<file path="config.mk">
export PLATFORM = sky130hd
export DESIGN_NAME = dch_control_port
export DESIGN_NICKNAME = d
export VERILOG_FILES = /design/src/core/dch_pkg.sv /design/src/core/dch_control_port.sv
export SDC_FILE = /design/constraint.sdc
export NUM_CORES = 1
export LEC_CHECK = 0
export BUFFER_PORTS_ARGS = -buffer_cell sky130_fd_sc_hd__buf_2
export CAP_MARGIN = 15
export CORE_UTILIZATION = 40
export CTS_CLUSTER_SIZE = 10
export DETAILED_ROUTE_END_ITERATION = 12
export SLEW_MARGIN = 20
export SYNTH_ARGS = -nofsm -noshare
export SYNTH_HDL_FRONTEND = slang
export SYNTH_SLANG_ARGS = --single-unit
</file>
<file path="constraint.sdc">
create_clock -name clock -period 2.59 [get_ports clock]
set_input_delay 0 -clock clock [delete_from_list [all_inputs] [get_ports clock]]
set_output_delay 0 -clock clock [all_outputs]
set_load 0.02 [all_outputs]
</file>
<file path="src/core/dch_pkg.sv">
// constants, types and state layout of the dual card host control port
package dch_pkg;

  localparam int FRAME_BITS = 8;
  localparam int CMD_CARD_BIT = 7;
  localparam int CMD_ADDR_BIT = 6;
  localparam int CMD_DIV_LSB = 4;
  localparam int CMD_SYNC_BIT = 3;
  localparam int CMD_SUPPLY_BIT = 2;
  localparam int CMD_SCLK_BIT = 1;
  localparam int CMD_SDATA_BIT = 0;

  localparam logic [1:0] DIV_BY_1 = 2'h0;
  localparam logic [1:0] DIV_BY_2 = 2'h1;
  localparam logic [1:0] DIV_BY_4 = 2'h2;
  localparam logic [1:0] DIV_BY_8 = 2'h3;

  // source rising edges per card clock half period
  localparam logic [2:0] HALF_DIV_2 = 3'h1;
  localparam logic [2:0] HALF_DIV_4 = 3'h2;
  localparam logic [2:0] HALF_DIV_8 = 3'h4;

  localparam logic [2:0] BIT_COUNT_RESET = 3'h0;
  localparam logic [7:0] SHIFT_RESET = 8'h00;

  typedef enum logic [1:0] {
    DIR_IDLE,
    DIR_HOST_TO_CARD,
    DIR_CARD_TO_HOST
  } dch_dir_e;

  typedef struct packed {
    logic [1:0] divMode;
    logic syncMode;
    logic supplyOn;
    logic syncClock;
    logic syncData;
    logic [2:0] divCount;
    logic clockOut;
  } dch_card_s;

  localparam dch_card_s CARD_RESET = '{
    divMode: DIV_BY_1, syncMode: 1'b0, supplyOn: 1'b0, syncClock: 1'b0,
    syncData: 1'b1, divCount: 3'h0, clockOut: 1'b0};

  typedef struct packed {
    logic sclkQ;
    logic sourceQ;
    logic [2:0] bitCount;
    logic [7:0] shiftIn;
    logic [7:0] shiftOut;
    logic chipSelected;
    logic selectedCard;
    dch_card_s [1:0] card;
    dch_dir_e dir;
    logic intPending;
    logic [1:0] presenceQ;
    logic [1:0] overloadQ;
  } dch_state_s;

  typedef struct packed {
    logic dataIn;
    logic dataOut;
    logic dataOe;
  } dch_pin_s;

endpackage : dch_pkg

</file>
<file path="src/core/dch_control_port.sv">
// serial control port, clock selector and data translator of the dual card interface
// Behaviour
// translator on: selected, chip select low, async
// sync card: data through serial shift paths
// pull-up active only on selected chip
// card clock is source divided 1,2,4,8
// sync mode: card clock from serial bus
// divided card clock has 50 percent duty
// chip select high disables all functions; here only serial frame, status output and data paths stop
// bus clock only times serial shifting
// status byte shifted out within same frame
// command bit six addresses one of two chips
// pull-up follows pull-up enable input
// system enables pull-up on one chip only
// pull-up enable input always driven externally
// low logic supply: supplies off, shutdown
// interrupt low on insertion, extraction, overload
// serial output released when not selected
module dch_control_port
(
  input wire logic clock,
  input wire logic resetn,
  input wire logic chipSelectN,
  input wire logic spiClock,
  input wire logic spiDataIn,
  output logic spiDataOut,
  output logic spiDataOe,
  input wire logic chipAddress,
  input wire logic sourceClock,
  input wire dch_pkg::dch_pin_s hostData,
  output logic hostDataOut,
  output logic hostDataOe,
  input wire dch_pkg::dch_pin_s cardSideDataLine,
  output logic cardSideDataLineOut,
  output logic cardSideDataLineOe,
  input wire logic hostPullupEnable,
  output logic hostPullupOn,
  output logic cardAClockOut,
  output logic cardBClockOut,
  output logic cardASupplyOut,
  output logic cardBSupplyOut,
  input wire logic cardAPresenceIn,
  input wire logic cardBPresenceIn,
  input wire logic cardAOverloadIn,
  input wire logic cardBOverloadIn,
  input wire logic logicSupplyLow,
  output logic interruptN
);
  import dch_pkg::*;

  dch_state_s st;
  dch_state_s next_st;

  localparam dch_state_s STATE_RESET = '{
    sclkQ: 1'b0, sourceQ: 1'b0, bitCount: BIT_COUNT_RESET, shiftIn: SHIFT_RESET,
    shiftOut: SHIFT_RESET, chipSelected: 1'b0, selectedCard: 1'b0,
    card: {CARD_RESET, CARD_RESET}, dir: DIR_IDLE, intPending: 1'b0,
    presenceQ: 2'h0, overloadQ: 2'h0};

  logic sclkRise;
  logic sclkFall;
  logic sourceRise;
  logic [7:0] command;
  logic [7:0] status;
  logic [1:0] presenceNow;
  logic [1:0] overloadNow;
  logic cardEvent;
  logic translatorOn;
  logic syncActive;
  logic [2:0] halfCount;
  logic frameDone;

  always_comb
  begin
    next_st = st;
    presenceNow = {cardBPresenceIn, cardAPresenceIn};
    overloadNow = {cardBOverloadIn, cardAOverloadIn};
    // serial edges come only from the bus clock
    sclkRise = spiClock & ~st.sclkQ;
    sclkFall = ~spiClock & st.sclkQ;
    sourceRise = sourceClock & ~st.sourceQ;
    command = {st.shiftIn[6:0], spiDataIn};
    syncActive = st.card[st.selectedCard].syncMode;
    frameDone = 1'b0;
    halfCount = HALF_DIV_2;
    status = {st.presenceQ[1], st.presenceQ[0], st.overloadQ[1], st.overloadQ[0],
      st.intPending, cardSideDataLine.dataIn, st.chipSelected, st.selectedCard};

    next_st.sclkQ = spiClock;
    next_st.sourceQ = sourceClock;
    next_st.presenceQ = presenceNow;
    next_st.overloadQ = overloadNow;

    // serial frame
    if (chipSelectN)
    begin
      next_st.bitCount = BIT_COUNT_RESET;
      next_st.shiftOut = status;
    end
    else
    begin
      if (sclkRise)
      begin
        next_st.shiftIn = command;
        next_st.bitCount = st.bitCount + 3'h1;
        if (st.bitCount == 3'(FRAME_BITS - 1))
        begin
          frameDone = 1'b1;
          if (command[CMD_ADDR_BIT] == chipAddress)
          begin
            next_st.chipSelected = 1'b1;
            next_st.selectedCard = command[CMD_CARD_BIT];
            next_st.card[command[CMD_CARD_BIT]].divMode = command[CMD_DIV_LSB +: 2];
            next_st.card[command[CMD_CARD_BIT]].syncMode = command[CMD_SYNC_BIT];
            next_st.card[command[CMD_CARD_BIT]].supplyOn = command[CMD_SUPPLY_BIT];
            next_st.card[command[CMD_CARD_BIT]].syncClock = command[CMD_SCLK_BIT];
            next_st.card[command[CMD_CARD_BIT]].syncData = command[CMD_SDATA_BIT];
          end
          else
          begin
            next_st.chipSelected = 1'b0;
          end
        end
      end
      if (sclkFall)
      begin
        next_st.shiftOut = {st.shiftOut[6:0], 1'b0};
      end
    end

    // card events, set wins over clear
    cardEvent = (|(presenceNow ^ st.presenceQ)) | (|(overloadNow & ~st.overloadQ));
    if (frameDone && command[CMD_ADDR_BIT] == chipAddress)
    begin
      next_st.intPending = 1'b0;
    end
    if (cardEvent)
    begin
      next_st.intPending = 1'b1;
    end

    // clock selector per card
    for (int i = 0; i < 2; i++)
    begin
      unique case (st.card[i].divMode)
        DIV_BY_2: halfCount = HALF_DIV_2;
        DIV_BY_4: halfCount = HALF_DIV_4;
        DIV_BY_8: halfCount = HALF_DIV_8;
        DIV_BY_1: halfCount = HALF_DIV_2;
      endcase
      if (st.card[i].syncMode)
      begin
        next_st.card[i].clockOut = st.card[i].syncClock;
        next_st.card[i].divCount = 3'h0;
      end
      else if (st.card[i].divMode == DIV_BY_1)
      begin
        next_st.card[i].clockOut = sourceClock;
        next_st.card[i].divCount = 3'h0;
      end
      else if (sourceRise)
      begin
        // toggling on rising edges only keeps duty at half
        if (st.card[i].divCount + 3'h1 >= halfCount)
        begin
          next_st.card[i].divCount = 3'h0;
          next_st.card[i].clockOut = ~st.card[i].clockOut;
        end
        else
        begin
          next_st.card[i].divCount = st.card[i].divCount + 3'h1;
        end
      end
    end

    // host to card level translator
    translatorOn = ~chipSelectN & st.chipSelected & ~syncActive;
    if (!translatorOn)
    begin
      next_st.dir = DIR_IDLE;
    end
    else
    begin
      unique case (st.dir)
        DIR_IDLE:
        begin
          if (!hostData.dataIn)
          begin
            next_st.dir = DIR_HOST_TO_CARD;
          end
          else if (!cardSideDataLine.dataIn)
          begin
            next_st.dir = DIR_CARD_TO_HOST;
          end
        end
        DIR_HOST_TO_CARD:
        begin
          if (hostData.dataIn)
          begin
            next_st.dir = DIR_IDLE;
          end
        end
        DIR_CARD_TO_HOST:
        begin
          if (cardSideDataLine.dataIn)
          begin
            next_st.dir = DIR_IDLE;
          end
        end
        default:
        begin
          next_st.dir = DIR_IDLE;
        end
      endcase
    end

    // low logic supply forces shutdown
    if (logicSupplyLow)
    begin
      next_st = STATE_RESET;
      next_st.sclkQ = spiClock;
      next_st.sourceQ = sourceClock;
      next_st.presenceQ = presenceNow;
      next_st.overloadQ = overloadNow;
      next_st.intPending = st.intPending | cardEvent;
    end
  end

  always_ff @(posedge clock or negedge resetn)
  begin
    if (!resetn)
    begin
      st <= STATE_RESET;
    end
    else
    begin
      st <= next_st;
    end
  end

  assign spiDataOut = st.shiftOut[7];
  assign spiDataOe = ~chipSelectN;
  assign hostDataOut = 1'b0;
  assign hostDataOe = (st.dir == DIR_CARD_TO_HOST);
  assign cardSideDataLineOut = 1'b0;
  assign cardSideDataLineOe = (st.dir == DIR_HOST_TO_CARD)
    | (~chipSelectN & st.chipSelected & syncActive & ~st.card[st.selectedCard].syncData);
  assign hostPullupOn = hostPullupEnable & st.chipSelected;
  assign cardAClockOut = st.card[0].clockOut;
  assign cardBClockOut = st.card[1].clockOut;
  assign cardASupplyOut = st.card[0].supplyOn & ~logicSupplyLow;
  assign cardBSupplyOut = st.card[1].supplyOn & ~logicSupplyLow;
  assign interruptN = ~st.intPending;

endmodule : dch_control_port

</file>
; ---- Yosys cells after proc, flatten, opt, wreduce, memory -nomap -nowiden
; Cells that the tools add are included.
[word_totals]
register_bits = 49
[classes]
addsub = 3
order_cmp = 5
eq_ne = 16
n_mux = 51
bitwise_logic = 26
n_reduce_logical = 27
[op_table]
columns = op, n
row1 = 20-bit bitwise mux, 5
row2 = 22-bit 2-to-1 mux, 3
row3 = 10-bit demux with 1-bit select, 5
row4 = 48-bit 2-to-1 mux, 1
row5 = 8-bit 2-to-1 mux, 6
row6 = 5-bit nonzero test, 6
row7 = 4-bit 2-to-1 mux, 6
row8 = 21-bit 2-to-1 mux, 1
row9 = 3-bit case mux with 3 select lines, 2
row10 = 4-bit AND reduction, 3
row11 = 11-bit 2-to-1 mux, 1
row12 = 1-bit AND, 10
row13 = "2-bit equality test, second input constant", 5
row14 = 10-bit 2-to-1 mux, 1
row15 = 2-bit 2-to-1 mux, 5
row16 = "5-bit by 1-bit != test with 1-bit output, second input constant", 2
row17 = 1-bit NOT, 10
row18 = "3-bit by 1-bit adder with 3-bit output, second input constant", 3
row19 = 3-bit 2-to-1 mux, 3
row20 = 3-bit nonzero test, 3
row21 = 1-bit 2-to-1 mux, 8
row22 = "4-bit != test, second input constant", 2
row23 = 2-bit OR reduction, 4
row24 = 7-bit 2-to-1 mux, 1
row25 = 20 further kinds, 32

; ---- Logic depth before layout (Yosys ltp)
; Gate-level depths: netlist of run 1.
[depth]
word_depth = 18
depth_mapped = 7
mapped_depth_nobuf = 7

; ---- Least setup slack after synthesis of run 1
; No wires, ideal clock.
[synth_timing]
path_type = flip-flop to flip-flop
start = register st[18] (netlist bit)
end = register st, in the netlist cardBClockOut
setup_ps = 140
arrival_time_ps = 1787
slack_ps = 663
path_stages_with_launch = 8
path_cell_list = dfrtp_1 -> ha_1 -> xor2_1 -> ha_1 -> a21o_1 -> a31oi_1 -> o41a_1 -> o32ai_1
[synth_between]
elab_chain_cells = 7
[synth_rtl]
columns = item, line_no
row1 = "start, declared", dch_control_port.sv:51  ; dch_state_s st;
row2 = "start signal, assigned", dch_control_port.sv:237  ; st <= next_st;
row3 = 3-bit by 1-bit adder with 3-bit output, dch_control_port.sv:164  ; if (st.card[i].divCount + 3'h1 >= halfCount)
row4 = 3-bit greater-or-equal comparator, dch_control_port.sv:164
row5 = 1-bit 2-to-1 mux, dch_control_port.sv:164
row6 = 4-bit 2-to-1 mux, dch_control_port.sv:161  ; else if (sourceRise)
row7 = 4-bit 2-to-1 mux, dch_control_port.sv:156  ; else if (st.card[i].divMode == DIV_BY_1)
row8 = 4-bit 2-to-1 mux, dch_control_port.sv:151  ; if (st.card[i].syncMode)
row9 = 48-bit 2-to-1 mux, dch_control_port.sv:218  ; if (logicSupplyLow)
; Every way passes these cells.
; A chain may end at the register's enable or synchronous reset.

; ---- Worst setup path after layout of run 1
[layout_timing]
start = register st[8] (netlist bit)
end = register st[10] (netlist bit)
[layout_between]
elab_chain_cells = 7
[layout_rtl]
columns = item, line_no
row1 = 3-bit by 1-bit adder with 3-bit output *, "dch_control_port.sv:164, dch_control_port.sv:171"
row2 = 3-bit greater-or-equal comparator, dch_control_port.sv:164
row3 = 3-bit 2-to-1 mux *, dch_control_port.sv:164
row4 = 4-bit 2-to-1 mux *, dch_control_port.sv:161
row5 = 4-bit 2-to-1 mux *, dch_control_port.sv:156
row6 = 4-bit 2-to-1 mux *, dch_control_port.sv:151
row7 = 48-bit 2-to-1 mux *, dch_control_port.sv:218
; Mark *: on every way between the ends. The rest lies on a longest branch, timed or not.

==> results by group, run 1 <==
Setup path
  • Largest fanout on the critical path: 6
  • Critical path's slowest cell: dfrtp_1
  • Data required time at the worst endpoint: 2.81 ns
  • WP data arrival: 2.42 ns
  • Crit path launch type: register
  • Nature of the critical path endpoint: register
  • Maximum single-stage delay on the critical path: 0.43 ns
  • Kind of critical path: register to register
  • Critical path, cell by cell: ha_1 > xor2_1 > ha_1 > a21o_1 > a31oi_1 > nand4b_1 > a31oi_1

Power
  • VDD IR-drop max: 0.219 mV
  • Cell leakage power: 1.34 nW
  • Power density of the placed cells: 518 nW/um2

Synth
  • Area share of the leading cell type in the synthesized netlist: 0.477
  • Share of synthesized cell area in and, or, nand and nor gates: 0.176
  • Unique masters post-synth: 46
  • Syn avg cell area: 10.7 um2
  • Share of synthesized area spent on multiplexers: 0.0568
  • Main combinational cell family by area after synthesis: simple AND/OR/NAND/NOR gates
  • Post-synth top area cell: dfrtp_1
  • Adder-Cell Fraction of Synth Area: 0.0507
  • Number of enable-type register cells in the synthesized netlist: 0
  • Total of warnings raised by yosys: 0
  • Parity-gate share of the synthesized area counting xor and xnor cells: 0.0244
  • Area of the mapped netlist: 2470 um2
  • Dominant cell by count in the synthesized netlist: dfrtp_1
  • Sequential share of the synthesized area: 0.498
  • Biggest area contributors in the synthesized netlist: dfrtp_1 48%, mux2i_1 5.7%, ha_1 5.1%, nand2_1 4.0%, a22o_1 3.2%
  • Commonest cells in the synthesized netlist: 47 x dfrtp_1, 26 x nand2_1, 15 x inv_1, 14 x mux2i_1, 14 x nor2_1
  • Flip-flop and latch count after synthesis: 49
  • Ys flop type: dfrtp_1
  • Async set-reset flop share out of synthesis: 1.00
  • Fraction of the mapped netlist area in compound gates: 0.143
  • Cell count after synthesis: 230

Timing
  • Total of endpoints with negative setup slack in the final report: 0
  • Final critical-path share of the clock period: 0.852
  • Unrepaired setup endpoints after global routing: false
  • Maximum operating frequency: 453 MHz
  • Total count of max-transition violations in the final report: 0
  • Count of endpoints failing hold in the final timing report: 0
  • Post-route worst setup slack: 0.383 ns
  • Worst slew pin tran: 0.733 ns
  • Setup_tns: 0 ns
  • Final setup skew: 0.0112 ns
  • Period minus WS final: 2.21 ns
  • Slew Limit Headroom: 0.511

Final layout
  • Net total in the final layout: 293
  • Total non-filler cell area in the finished layout: 2850 um2
  • Syn-to-layout area delta: 15.6%
  • Fraction of final layout cells sized beyond drive strength 1: 0.166
  • Diodes inserted: 0

Global route
  • Met1 global-route usage: 0.223
  • M2 GR Usage: 0.250
  • Largest net degree at the start of global routing: 34
  • Global Route met3 Usage: 0.0443
  • Number of antenna violations at the first check in global routing: 0
  • Wire length of the first global-routing pass: 8.00 mm
  • Number of global-route vias before repair: 1670
  • GRT busiest layer: met2
  • GRT Total Usage: 0.164
  • GRT Residual Overflow: 0

Clock tree
  • TritonCTS clock tree: done
  • Number of cells upsized or downsized after cts: 0
  • Clock transition at the register clock pins on the worst setup and hold paths after CTS: 0.09 ns
  • Number of H-tree levels: 2
  • Post-CTS repair timing setup buffer count: 0
  • Number of buffers added to fix hold violations after cts: 11
  • Clock root buffer: clkbuf_8
  • Insertion delay of the later-clocked pin in the worst-skew pair: 0.30 ns
  • Number of buffers created by CTS: 5
  • Buffer levels on the longest clock path: 2
  • Sink Count: 49

Die
  • Number of primary I/O pins: 31
  • Core Rows: 28
  • Area of the core: 5920 um2
  • Height of the die: 80.5 um
  • Area of the die: 6480 um2
  • Die extent in x: 80.5 um
  • Starting density of the core: 0.417

Drt
  • Total Routed Length: 4.79 mm
  • DR vias: 1732
  • DR iter-0 viols: 141
  • Post-route antenna net violation count: 0
  • Routed length per placed instance: 14.1 um
  • Via/cell ratio: 5.09
  • Number of search-and-repair iterations in the first detailed-routing pass: 4
  • Post-route DRC violation count: 0

Placement
  • Routability-driven placement congestion ratio: 0.692
  • Placement Cell Area: 2630 um2
  • Worst slack at placement: 0.408 ns
  • Half-perimeter wire length after detailed placement: 3.32 mm
  • Count of input and output buffers: 24

Worst hold path
  • Class of the worst hold path: primary input to register

Run
  • Max capacitance violation total: 0

Outcome
  • Result of the run: complete, no violations
==> flip-flops by register name, indices dropped and copies added (netlist names) <==
signal,cells
cardAClockOut,1
cardBClockOut,1
command,7
st,39
spiDataOut,1
==> path summary, 6_finish.rpt <==
check                               start         end  slack [ns]  depth (start not counted)
min                        logicSupplyLow  command[2]        0.19                          2
min in group asynchronous          resetn       st[6]        0.29                          2
max reg2reg                         st[8]      st[10]        0.38                          7
max in group asynchronous          resetn      st[10]        1.60                          3
min reg2reg                         st[6]       st[5]        0.47                          1
max                                 st[8]      st[10]        0.38                          7
==> cell families (layout without fill, tap and decap cells) <==
kind of cell | count (synthesis) | in the layout
buf+inv | 25 | 59
simple gates | 75 | 75
mux | 14 | 14
xor+xnor | 6 | 6
flops | 49 | 49
compound gates | 50 | 50
other cells | 1 | 2
fa+ha+maj | 10 | 10
==> cell type report <==
type / instances / area, um2
inverter: 15 / 56.3
clock buffer: 7 / 86.3
sequential: 49 / 1230
multi-input combinational: 157 / 1120
fill: 557 / 3070
timing repair buffer: 36 / 238
tap: 75 / 93.8
clock inverter: 1 / 30.0
==> per-stage QoR <==
stage               utilization  power, W  instances  hold slack [ns]
finish                    0.482   0.00148        340            0.192
global route              0.482   0.00154        340            0.218
CTS                       0.482   0.00150        340            0.192
detailed placement        0.443  0.000914        321            0.106
global placement          0.443  0.000913        321            0.102
floorplan                     -  0.000873        231           -0.296
==> power breakdown <==
group	internal [W]	switching [W]	total, W	leakage (nW)
combinational	0.0000463	0.0000728	0.000119	0.626
clock	0.000315	0.000254	0.000569	0.0585
sequential	0.000779	0.00000943	0.000789	0.651
==> cell usage in the layout, fill, tap and decap left out, drive strengths merged, types with 3 or more instances in the layout <==
master       Yosys  final
dfrtp           47     47
nand2           26     26
buf              7     25
nor2            18     18
inv             15     15
mux2i           14     14
a21oi           11     11
dlygate4sd3      0     11
ha              10     10
a22o             9      9
nand2b           7      7
o31ai            7      7
nor3             7      7
clkbuf           3      7
o21ai            6      6
xor2             5      5
a31oi            4      4
nand3            3      3
==> critical path, delay by kind of cell, from the launching register on <==
kind / cells / cell delay [ns]
AOI/OAI and AO/OA: 3 / 0.80
adders and majority gates: 2 / 0.57
DFF: 1 / 0.43
xor gates and xnor gates: 1 / 0.18
and+or+nand+nor: 1 / 0.16
==> metal layers <==
metal | part of all wire | vias to the layer above
met5 | 0 | -
met4 | 0.0088 | 0
met3 | 0.028 | 2
met2 | 0.44 | 23
met1 | 0.52 | 827
li1 | - | 880
Power figures use the tool's default switching activity.
==> run 2, diff against run 1 <==
- CELL_PAD_IN_SITES_DETAIL_PLACEMENT: unset -> 2
- CELL_PAD_IN_SITES_GLOBAL_PLACEMENT: unset -> 2
- CORE_UTILIZATION: 40 -> 37
- PLACE_DENSITY_LB_ADDON: unset -> 0.1
==> run 2 against run 1 <==
Setup slack better by 0.010 ns. Register-to-register slack about the same. Critical endpoint unchanged. Sequential power about the same. Largest cell class unchanged. Highest routed layer unchanged. Clock power down 21%. Utilization down 4.1 points. Combinational power up 3%. Largest power group unchanged. Count of clock-buffer cells in the layout down 2. Routed wire length up 21%.
==> results by group, run 2 (synthesis results as in run 1) <==
Outcome
  • Result of the run: complete, no violations

Power
  • VDD IR-drop max: 0.238 mV
  • Cell leakage power: 1.31 nW
  • Power density of the placed cells: 485 nW/um2

Global route
  • Largest net degree at the start of global routing: 50
  • GRT Total Usage: 0.179
  • Wire length of the first global-routing pass: 9.91 mm
  • GRT Residual Overflow: 0
  • Number of global-route vias before repair: 2016
  • Number of antenna violations at the first check in global routing: 0

Setup path
  • Critical path's slowest cell: dfrtp_1
  • Data required time at the worst endpoint: 2.82 ns
  • Kind of critical path: register to register
  • Stages on the worst setup path: 7
  • Critical path, cell by cell: ha_1 > xor2_1 > ha_1 > a21o_1 > a31oi_1 > nand4b_1 > a31oi_1
  • Maximum single-stage delay on the critical path: 0.42 ns
  • Largest fanout on the critical path: 6
  • Reg2reg end: st[10]
  • Nature of the critical path endpoint: register
  • Timing startpoint of the critical path: st[8]
  • Crit path launch type: register
  • Critical path destination: st[10]
  • WP data arrival: 2.43 ns
  • Cell class contributing the biggest share of worst-path delay: compound AO/OA/AOI/OAI gates
  • Bufs and invs on worst path: 0
  • Reg2reg setup slack: 0.39 ns
  • Reg2reg start: st[8]
  • R2R cell count: 7

Final layout
  • Commonest cells after routing, fill and taps aside: 47 x dfrtp_1, 26 x nand2_1, 24 x buf_2, 15 x inv_1
  • Post-layout utilization of the core: 0.441
  • Max FFs per register: 39
  • Syn-to-layout area delta: 14.1%
  • Diodes inserted: 0
  • Most flops, register: st
  • Net total in the final layout: 292
  • Most common cell after layout, fill and taps aside: dfrtp_1
  • Fraction of final layout cells sized beyond drive strength 1: 0.170

Die
  • Core Rows: 29
  • Area of the core: 6390 um2
  • Number of primary I/O pins: 31
  • Starting density of the core: 0.386
  • Die extent in x: 83.6 um
  • Area of the die: 7000 um2
  • Height of the die: 83.6 um

Clock tree
  • TritonCTS clock tree: done
  • Number of H-tree levels: 2
  • Insertion delay of the later-clocked pin in the worst-skew pair: 0.30 ns
  • Number of buffers created by CTS: 5
  • Number of buffers added to fix hold violations after cts: 10
  • Post-CTS repair timing setup buffer count: 0
  • Number of cells upsized or downsized after cts: 0
  • Clock transition at the register clock pins on the worst setup and hold paths after CTS: 0.09 ns
  • Buffer levels on the longest clock path: 2
  • Sink Count: 49
  • Clock root buffer: clkbuf_8

Timing
  • Post-route worst setup slack: 0.393 ns
  • Final critical-path share of the clock period: 0.848
  • Count of endpoints failing hold in the final timing report: 0
  • Smallest hold slack: 0.194 ns
  • Total of endpoints with negative setup slack in the final report: 0
  • Maximum operating frequency: 455 MHz
  • Worst slew pin tran: 0.698 ns
  • Slew Limit Headroom: 0.532
  • Unrepaired setup endpoints after global routing: false
  • Total count of max-transition violations in the final report: 0
  • Setup_tns: 0 ns
  • Period minus WS final: 2.20 ns
  • Final setup skew: 0.00574 ns

Placement
  • Count of input and output buffers: 24
  • Routability-driven placement congestion ratio: 0.678
  • Worst slack at placement: 0.417 ns
  • Half-perimeter wire length after detailed placement: 4.08 mm

Run
  • Max capacitance violation total: 0

Drt
  • DR iter-0 viols: 24
  • Post-route DRC violation count: 0
  • Post-route antenna net violation count: 0
  • Number of search-and-repair iterations in the first detailed-routing pass: 4
  • Total Routed Length: 5.79 mm
  • Routed length per placed instance: 17.0 um
  • DR vias: 1821
  • Via/cell ratio: 5.34

Worst hold path
  • Class of the worst hold path: primary input to register
  • Startpoint of the lowest-slack hold path: chipSelectN
run 2: cell count changes in the layout (fill, tap and decap cells not counted):
cell           previous run  this run
dlygate4sd3_1            11        10
clkinv_2                  0         2
clkbuf_8                  6         5
bufinv_16                 1         0
clkinvlp_4                0         1
clkbuf_1                  1         0
run 2: routing by layer:
| layer | vias up | track usage | routed length (um) |
|---|---|---|---|
| li1 | 869 | - | - |
| met3 | 6 | 0.0336 | 105 |
| met5 | - | 0 | 0 |
| met2 | 16 | 0.334 | 3100 |
| met1 | 930 | 0.208 | 2520 |
| met4 | 0 | 0.0462 | 59 |
run 2: cell type report:
type / instances / area (um2)
multi-input cells: 157 / 1120
clock buffers: 5 / 68.8
well taps: 77 / 96.3
fillers: 699 / 3570
clock inverters: 3 / 17.5
repair buffers: 35 / 228
flip-flops and latches: 49 / 1230
inverters: 15 / 56.3
run 2: per-stage QoR:
step           instance area (um2)  std cells  total power, W
3_5_place_dp                  2630        323        0.000919
6_report                      2810        341         0.00137
2_1_floorplan                 2470        231        0.000873
3_3_place_gp                  2630        323        0.000917
5_1_grt                       2810        341         0.00143
4_1_cts                       2810        341         0.00138
run 2: worst min-delay path by stage:
| stage | slack, ns | cells after the start | to |
|---|---|---|---|
| global placement | 0.12 | 1 | st[1] |
| global route | 0.22 | 2 | st[46] |
| CTS | 0.21 | 2 | command[4] |
| floorplan | -0.30 | 0 | cardAClockOut |
| detailed placement | 0.13 | 1 | st[1] |
| finish | 0.19 | 2 | st[47] |
run 2: power by group:
group / switching (W) / leakage (nW) / internal (W)
Sequential: 0.0000102 / 0.651 / 0.000780
Clock: 0.000265 / 0.0439 / 0.000187
Combinational: 0.0000768 / 0.619 / 0.0000463
run 2: worst reg2reg max path, cell delays in order, from the launching register on:
cell and delay (ns):
dfrtp_1 0.42, ha_1 0.25, xor2_1 0.18, ha_1 0.32, a21o_1 0.18, a31oi_1 0.41
nand4b_1 0.16, a31oi_1 0.20
